$ cat src/pkg/urxb_defines.svh
// Register offsets, field positions, reset values for the receive buffer block
`ifndef URXB_DEFINES_SVH
`define URXB_DEFINES_SVH
`define URXB_OFF_STATUS  8'h00
`define URXB_OFF_CTRL_B  8'h04
`define URXB_OFF_CTRL_C  8'h08
`define URXB_OFF_DATA    8'h0c
`define URXB_ST_RXC      7
`define URXB_ST_FE       4
`define URXB_ST_DOR      3
`define URXB_ST_UPE      2
`define URXB_B_RXCIE     7
`define URXB_B_RXEN      4
`define URXB_B_RX9       1
`define URXB_C_PEN       5
`define URXB_C_PODD      4
`define URXB_C_STOP      3
`define URXB_C_CSZ_HI    2
`define URXB_C_CSZ_LO    0
`define URXB_CSZ_9BIT    3'h7
`define URXB_CTRL_B_RST  8'h00
`define URXB_CTRL_C_RST  8'h06
`define URXB_DEPTH       2
`endif

$ cat src/pkg/urxb_pkg.sv
// Types shared by the receive buffer block
package urxb_pkg;
    typedef struct packed {
        logic [8:0] data;
        logic       par;
        logic       stop;
    } urxb_frame_s;
    typedef struct packed {
        logic [8:0] data;
        logic       fe;
        logic       dor;
        logic       upe;
    } urxb_entry_s;
    typedef enum logic [2:0] {
        URXB_CSZ5 = 3'h0,
        URXB_CSZ6 = 3'h1,
        URXB_CSZ7 = 3'h2,
        URXB_CSZ8 = 3'h3,
        URXB_CSZ9 = 3'h7
    } urxb_csz_e;
endpackage : urxb_pkg

$ cat src/hdl/urxb_top.sv
// Receive buffer, error flags and receive-complete request of a serial port
// How it works
// [RULE_01] 9-bit size stores ninth bit per entry, readable in control B.
// [RULE_02] Reading data location pops buffer; flags then show next entry.
// [RULE_03] Receive complete reads one while buffer holds unread entries.
// [RULE_04] Clearing receiver enable flushes all entries; complete flag drops.
// [RULE_05] Request held while enable, flag and global enable are set.
// [RULE_06] Handler must read data location to clear the request.
// [RULE_07] Error flags stored with their frame; read status before data.
// [RULE_08] Writes cannot change error flags; software writes zeros there.
// [RULE_09] Error flags never raise an interrupt request.
// [RULE_10] Frame error is one when the first stop bit was zero.
// [RULE_11] Only the first stop bit checked; stop count setting ignored.
// [RULE_12] Overrun when buffer full, frame waiting and new start seen.
// [RULE_13] Overrun cleared when a frame moves into the buffer.
// [RULE_14] Parity error reads zero when checking is disabled.
// [RULE_15] Checker compares data parity with received parity bit.
// [RULE_16] Parity result stored with the frame, valid until data read.
// [RULE_17] Disable is immediate, aborts reception, releases receive pin.
// [RULE_18] Software empties buffer by reading data until flag clears.
// [RULE_19] Completed frame in shift register moves into the buffer.
// [RULE_20] Unused upper data bits read as zero for short sizes.
// [RULE_21] Odd select zero means even parity, one means odd.
`timescale 1ns/1ps
`default_nettype none
`include "urxb_defines.svh"
module urxb_top
    import urxb_pkg::*;
(
    input  wire logic        CLK,
    input  wire logic        RST,
    input  wire logic        CE,
    input  wire logic        PSEL,
    input  wire logic        PENABLE,
    input  wire logic        PWRITE,
    input  wire logic [7:0]  PADDR,
    input  wire logic [31:0] PWDATA,
    output logic      [31:0] PRDATA,
    output logic             PREADY,
    output logic             PSLVERR,
    input  wire urxb_frame_s FRAME,
    input  wire logic        FRAME_VALID,
    input  wire logic        START_SEEN,
    input  wire logic        GLOBAL_IRQ_EN,
    output logic             RX_COMPLETE_IRQ,
    output logic             RX_PIN_OVERRIDE,
    output logic             RX_ABORT,
    output logic [2:0]       CHAR_SIZE,
    output logic             STOP_BIT_COUNT
);
    // ----------------------------------------
    // Bus decode
    // ----------------------------------------
    logic        acc;
    logic        wr_b;
    logic        wr_c;
    logic        rd_data;
    logic        mapped;
    logic [7:0]  ctrl_b_q;
    logic [7:0]  ctrl_c_q;
    logic        rx_en;
    logic        rxc;
    urxb_entry_s mem_q [`URXB_DEPTH];
    logic        rd_ptr_q;
    logic        wr_ptr_q;
    logic [1:0]  cnt_q;
    urxb_frame_s sr_q;
    logic        sr_full_q;
    logic        dor_pend_q;
    logic        push;
    logic        pop;
    urxb_entry_s head;
    urxb_entry_s new_ent;

    function automatic logic hit(input logic [7:0] a, input logic [7:0] off);
        hit = (a == off);
    endfunction : hit

    assign acc     = PSEL && PENABLE;
    assign wr_b    = acc && PWRITE && hit(PADDR, `URXB_OFF_CTRL_B);
    assign wr_c    = acc && PWRITE && hit(PADDR, `URXB_OFF_CTRL_C);
    assign rd_data = acc && !PWRITE && hit(PADDR, `URXB_OFF_DATA);
    assign mapped  = hit(PADDR, `URXB_OFF_STATUS) || hit(PADDR, `URXB_OFF_CTRL_B)
                  || hit(PADDR, `URXB_OFF_CTRL_C) || hit(PADDR, `URXB_OFF_DATA);
    // Status writes decode to nothing, so software cannot alter the flags [RULE_08]
    // Zero wait states: every access completes in its first access cycle
    assign PREADY  = 1'b1;
    assign PSLVERR = PSEL && PENABLE && !mapped;

    // ----------------------------------------
    // Control registers
    // ----------------------------------------
    always_ff @(posedge CLK) begin
        if (RST) begin
            ctrl_b_q <= `URXB_CTRL_B_RST;
        end else if (CE && wr_b) begin
            ctrl_b_q <= PWDATA[7:0];
        end
    end

    always_ff @(posedge CLK) begin
        if (RST) begin
            ctrl_c_q <= `URXB_CTRL_C_RST;
        end else if (CE && wr_c) begin
            ctrl_c_q <= PWDATA[7:0];
        end
    end

    assign rx_en           = ctrl_b_q[`URXB_B_RXEN];
    assign RX_PIN_OVERRIDE = rx_en;  // [RULE_17]
    assign RX_ABORT        = !rx_en; // [RULE_17]
    assign CHAR_SIZE       = ctrl_c_q[`URXB_C_CSZ_HI:`URXB_C_CSZ_LO];
    // Stop count only shapes the front end; frame check never looks at it
    assign STOP_BIT_COUNT  = ctrl_c_q[`URXB_C_STOP]; // [RULE_11]

    // ----------------------------------------
    // Frame check and masking
    // ----------------------------------------
    function automatic logic [8:0] mask_of(input logic [2:0] csz);
        unique case (csz)
            3'h0:    mask_of = 9'h01f;
            3'h1:    mask_of = 9'h03f;
            3'h2:    mask_of = 9'h07f;
            3'h3:    mask_of = 9'h0ff;
            3'h7:    mask_of = 9'h1ff;
            default: mask_of = 9'h0ff;
        endcase
    endfunction : mask_of

    always_comb begin
        new_ent.data = sr_q.data & mask_of(CHAR_SIZE); // [RULE_20] [RULE_01]
        new_ent.fe   = !sr_q.stop;                     // [RULE_10] [RULE_11]
        new_ent.dor  = dor_pend_q;                     // [RULE_07]
        // Even: data plus parity bit hold an even count of ones
        new_ent.upe  = ctrl_c_q[`URXB_C_PEN]           // [RULE_14] [RULE_15]
                    && ((^new_ent.data) ^ sr_q.par ^ ctrl_c_q[`URXB_C_PODD]); // [RULE_21]
    end

    // ----------------------------------------
    // Shift register stage and overrun
    // ----------------------------------------
    // A full buffer holds the frame back until a read frees a slot
    assign push = rx_en && sr_full_q && (cnt_q != 2'h2); // [RULE_19]
    assign pop  = rd_data && (cnt_q != 2'h0);            // [RULE_02]

    always_ff @(posedge CLK) begin
        if (RST) begin
            sr_full_q <= 1'b0;
            sr_q      <= '0;
        end else if (CE) begin
            if (!rx_en) begin
                sr_full_q <= 1'b0; // [RULE_17]
            end else if (FRAME_VALID) begin
                sr_full_q <= 1'b1;
                sr_q      <= FRAME;
            end else if (push || (sr_full_q && START_SEEN && !push)) begin
                // A start on a blocked shift register loses the waiting frame
                sr_full_q <= 1'b0;
            end
        end
    end

    always_ff @(posedge CLK) begin
        if (RST) begin
            dor_pend_q <= 1'b0;
        end else if (CE) begin
            if (!rx_en) begin
                dor_pend_q <= 1'b0;
            end else if (sr_full_q && !push && START_SEEN) begin
                dor_pend_q <= 1'b1; // [RULE_12]
            end else if (push) begin
                dor_pend_q <= 1'b0; // [RULE_13]
            end
        end
    end

    // ----------------------------------------
    // Two-entry buffer
    // ----------------------------------------
    always_ff @(posedge CLK) begin
        if (RST) begin
            rd_ptr_q <= 1'b0;
            wr_ptr_q <= 1'b0;
            cnt_q    <= 2'h0;
        end else if (CE) begin
            if (!rx_en) begin
                rd_ptr_q <= 1'b0; // [RULE_04]
                wr_ptr_q <= 1'b0;
                cnt_q    <= 2'h0;
            end else begin
                if (push) begin
                    wr_ptr_q <= !wr_ptr_q;
                end
                if (pop) begin
                    rd_ptr_q <= !rd_ptr_q; // [RULE_02]
                end
                cnt_q <= cnt_q + {1'b0, push} - {1'b0, pop};
            end
        end
    end

    always_ff @(posedge CLK) begin
        if (RST) begin
            mem_q[0] <= '0;
            mem_q[1] <= '0;
        end else if (CE && push) begin
            mem_q[wr_ptr_q] <= new_ent; // [RULE_07] [RULE_16]
        end
    end

    assign head = (cnt_q != 2'h0) ? mem_q[rd_ptr_q] : '0;
    assign rxc  = (cnt_q != 2'h0); // [RULE_03]

    // Error flags stay out of the request by construction
    assign RX_COMPLETE_IRQ = ctrl_b_q[`URXB_B_RXCIE] && rxc && GLOBAL_IRQ_EN; // [RULE_05] [RULE_09]

    // ----------------------------------------
    // Read data
    // ----------------------------------------
    // Latched at setup so a popping read returns the entry that it removes
    always_ff @(posedge CLK) begin
        if (RST) begin
            PRDATA <= '0;
        end else if (CE && PSEL && !PENABLE && !PWRITE) begin
            PRDATA <= '0;
            unique case (1'b1)
                hit(PADDR, `URXB_OFF_STATUS): begin
                    PRDATA[`URXB_ST_RXC] <= rxc;
                    PRDATA[`URXB_ST_FE]  <= head.fe;  // [RULE_10]
                    PRDATA[`URXB_ST_DOR] <= head.dor;
                    PRDATA[`URXB_ST_UPE] <= head.upe; // [RULE_16]
                end
                hit(PADDR, `URXB_OFF_CTRL_B): begin
                    PRDATA[7:0]          <= ctrl_b_q;
                    PRDATA[`URXB_B_RX9]  <= head.data[8]; // [RULE_01]
                end
                hit(PADDR, `URXB_OFF_CTRL_C): PRDATA[7:0] <= ctrl_c_q;
                hit(PADDR, `URXB_OFF_DATA):   PRDATA[7:0] <= head.data[7:0];
                default:                      PRDATA <= '0;
            endcase
        end
    end
endmodule : urxb_top
`default_nettype wire

$ cat config.mk
export PLATFORM = sky130hd
export DESIGN_NAME = urxb_top
export DESIGN_NICKNAME = d
export VERILOG_FILES = /design/src/pkg/urxb_pkg.sv /design/src/hdl/urxb_top.sv
export VERILOG_INCLUDE_DIRS = /design/src /design/src/pkg
export SDC_FILE = /design/constraint.sdc
export NUM_CORES = 1
export LEC_CHECK = 0
export ABC_CLOCK_PERIOD_IN_PS = 3110
export BUFFER_PORTS_ARGS = -buffer_cell sky130_fd_sc_hd__buf_2
export CORE_UTILIZATION = 51
export DETAILED_ROUTE_END_ITERATION = 8
export GPL_TIMING_DRIVEN = 1
export PLACE_DENSITY_LB_ADDON = 0.12
export SYNTH_ARGS = -nofsm -noshare
export SYNTH_HDL_FRONTEND = slang
export SYNTH_SLANG_ARGS = --single-unit
export TNS_END_PERCENT = 10
$ cat constraint.sdc
create_clock -name CLK -period 3.11 [get_ports CLK]
set_input_delay 0.311 -clock CLK [delete_from_list [all_inputs] [get_ports CLK]]
set_output_delay 0.311 -clock CLK [all_outputs]
set_load 0.01 [all_outputs]
==> flow_summary.yaml <==
run_status:
  status: "finished clean"
worst_setup_path:
  crit_type: "flip-flop to flip-flop"
  cp.arrival_ns: 2.68
  path_max_fanout: 6
  max_stage_delay_ns: 0.46
  critPathLaunchType: "flip-flop"
  cp_slowest_cell: "nor4_1"
  endpoint_kind: "flip-flop"
  required_ns: 3.33
  worstPathCellList: "or2_2, nand3_1, nor4_1, ha_1, inv_1, ha_1, xor2_1, mux2i_1, nor2_1, a21oi_1, nor2_1"
floorplanning:
  start_util_pct: 53.98
  die_y_um: 82.10
  row_count: 28
  core-area_um2: 6061
  ioPinCount: 101
  die_w_um: 82.10
  die_area_um2: 6740
logic_synthesis:
  ys_ff_latch: 65
  syn_inst: 331
  synth_area_um2: 3272
  synth.distinct_cells: 53
  synth_top_area_share_pct: 25.09
  async_reset_ff_share_pct: 0
  synth_top_area_cell: "dfxtp_1"
  synth_warnings: 0
  synth-edff-count: 24
  syn_avg_cell_area_um2: 9.885
  synth_ff_type: "dfxtp_1"
  yosysSeqAreaShare_pct: 47.11
  synth.area.top_cells: "dfxtp_1, edfxtp_1, mux2i_1, buf_4, nand2_1"
job:
  maxCapViolations: 0
routing:
  vias: 2420
  drtAntennaViolNets: 0
  drt_iter0_drc: 111
  drc: 0
  firstDrtPassIters: 4
  viasPerCell: 5.284
  wl_per_cell_um: 14.23
  finalWirelength_um: 6519
sta:
  hold_violations: 0
  final.min_clock_period_ns: 2.469
  slew_headroom_pct: 46.63
  rsz0062_at_grt: "false"
  worstMarginPinSlew_ns: 0.7933
  final.period_utilization_pct: 79.39
  fmax_mhz: 405.0
  hold-worst-slack_ns: 0.1912
  finalMaxSlewViolations: 0
  finClkSkew_ns: 0.008704
  tns_ns: 0
  setup_violations: 0
finish:
  diodes: 0
  layout-drive-gt1-share_pct: 22.45
  nNetsFinal: 440
  layout_common_cells: "buf_2, nand2_1, dfxtp_1, nor2_1, mux2i_1"
  fin_area_um2: 3675
  syn_to_final_growth_pct: 12.31
  final_common_cell: "buf_2"
  final_util_pct: 60.63
global_routing:
  grt_pass1_wl_um: 10400
  grt.total_usage_pct: 21.54
  gr-total-overflow: 0
  antenna_found_initial: 0
  grt_pass1_vias: 2170
  grt_max_degree: 22
clock_network:
  clk_path_buf_depth: 2
  cts_tree: "built"
  cts_buffers: 9
  cts_setup_buffers: 0
  cts_resized: 0
  root_buffer: "clkbuf_8"
  clk_pin_slew_ns: 0.08
  htree_levels: 3
  clock_sinks: 65
  clkLatencyLatePin_ns: 0.34
  postCtsHoldBufs: 0
power:
  seqPwrFrac_pct: 52.3
  switching_power_w: 0.0004011
  p_leak_nw: 1.616
  powerDensity_nw_per_um2: 464.5
  p_clk_share_pct: 42.4
  p_sw_share_pct: 23.50
  peakVddDrop_uv: 288.8
  pwr-share-comb_pct: 5.3
  p_int_w: 0.001306
placement:
  dpl_cell_area_um2: 3466
  gp_congestion: 0.7507
  io_buffers: 51
  place_hpwl_um: 4822
hold_path:
  hp-class: "primary input to flip-flop"
[path summary, 6_finish.rpt]
| kind | slack [ns] | depth (start not counted) | from | to |
|---|---|---|---|---|
| worst max-delay path | 0.64 | 11 | cnt_q[1] | cnt_q[1] |
| worst min-delay path | 0.19 | 3 | PWDATA[1] | ctrl_c_q[1] |
| worst max register to register | 0.64 | 11 | cnt_q[1] | cnt_q[1] |
| worst min register to register | 0.45 | 2 | PRDATA[1] | PRDATA[1] |
[logic make-up after synthesis]
family,after synthesis,share of synthesized area [%]
AO/OA/AOI/OAI,54,11.17
adder cells (fa/ha/maj),2,0.7647
multiplexers,29,9.292
buffers and inverters,51,9.637
other,2,0.2295
XOR/XNOR,6,2.868
flip-flops,65,47.11
AND/OR/NAND/NOR,122,18.93
[flip-flops by register name, indices dropped and copies added, names as in the netlist, named ones only]
name        cells
mem_q          24
sr_q           11
PRDATA          8
ctrl_c_q        8
ctrl_b_q        7
cnt_q           2
dor_pend_q      1
rd_ptr_q        1
sr_full_q       1
wr_ptr_q        1
[through the flow]
step	setup WS (ns)	std cells	total power, W
floorplan	0.8214	354	0.0009867
global placement	0.4822	442	0.001000
detailed placement	0.3618	442	0.001002
CTS	0.6276	458	0.001713
global route	0.3788	458	0.001771
finish	0.6411	458	0.001707
[power groups by stage]
| stage | clock network (W) | registers [W] | logic, W |
|---|---|---|---|
| 2_1_floorplan | 0 | 0.000912 | 0.0000746 |
| 3_3_place_gp | 0 | 0.000912 | 0.0000878 |
| 3_5_place_dp | 0 | 0.000913 | 0.0000893 |
| 4_1_cts | 0.000730 | 0.000893 | 0.0000898 |
| 5_1_grt | 0.000776 | 0.000894 | 0.000100 |
| 6_report | 0.000723 | 0.000893 | 0.0000900 |
[synthesized netlist by cell type, types with 3 or more instances]
cell / number
a22oi_1: 4
nand3_1: 4
edfxtp_1: 24
a2bb2oi_1: 4
o21ai_1: 3
o21ai_0: 3
o221ai_1: 6
dfxtp_1: 41
nor2_1: 38
mux2i_1: 27
xnor3_1: 3
buf_4: 28
and2_1: 8
nor2b_1: 3
clkbuf_1: 11
a31oi_1: 3
a21oi_1: 17
and3_1: 8
inv_1: 6
nand2_1: 44
[layout make-up]
type	instances	area, um^2
clock buffer	11	173.9
clock inverter	5	35.03
fill	564	2386
inverter	7	28.78
multi-input combinational	238	1501
sequential	65	1541
tap	75	93.84
timing repair buffer	57	300.3
[layer usage]
layer	share of wire [%]	track usage, %
met1	46	27.18
met2	48	36.03
met3	5.0	4.066
met4	1.5	9.123
met5	0	0
[critical path: cells and delay by family, from the launching register on]
family          cells  cell delay, ns
simple gates        5            0.97
fa+ha+maj           2            0.47
flops               1            0.34
xor+xnor            1            0.20
mux                 1            0.20
compound gates      1            0.11
buf+inv             1            0.05
No activity file was read; power rests on OpenSTA's default activity.
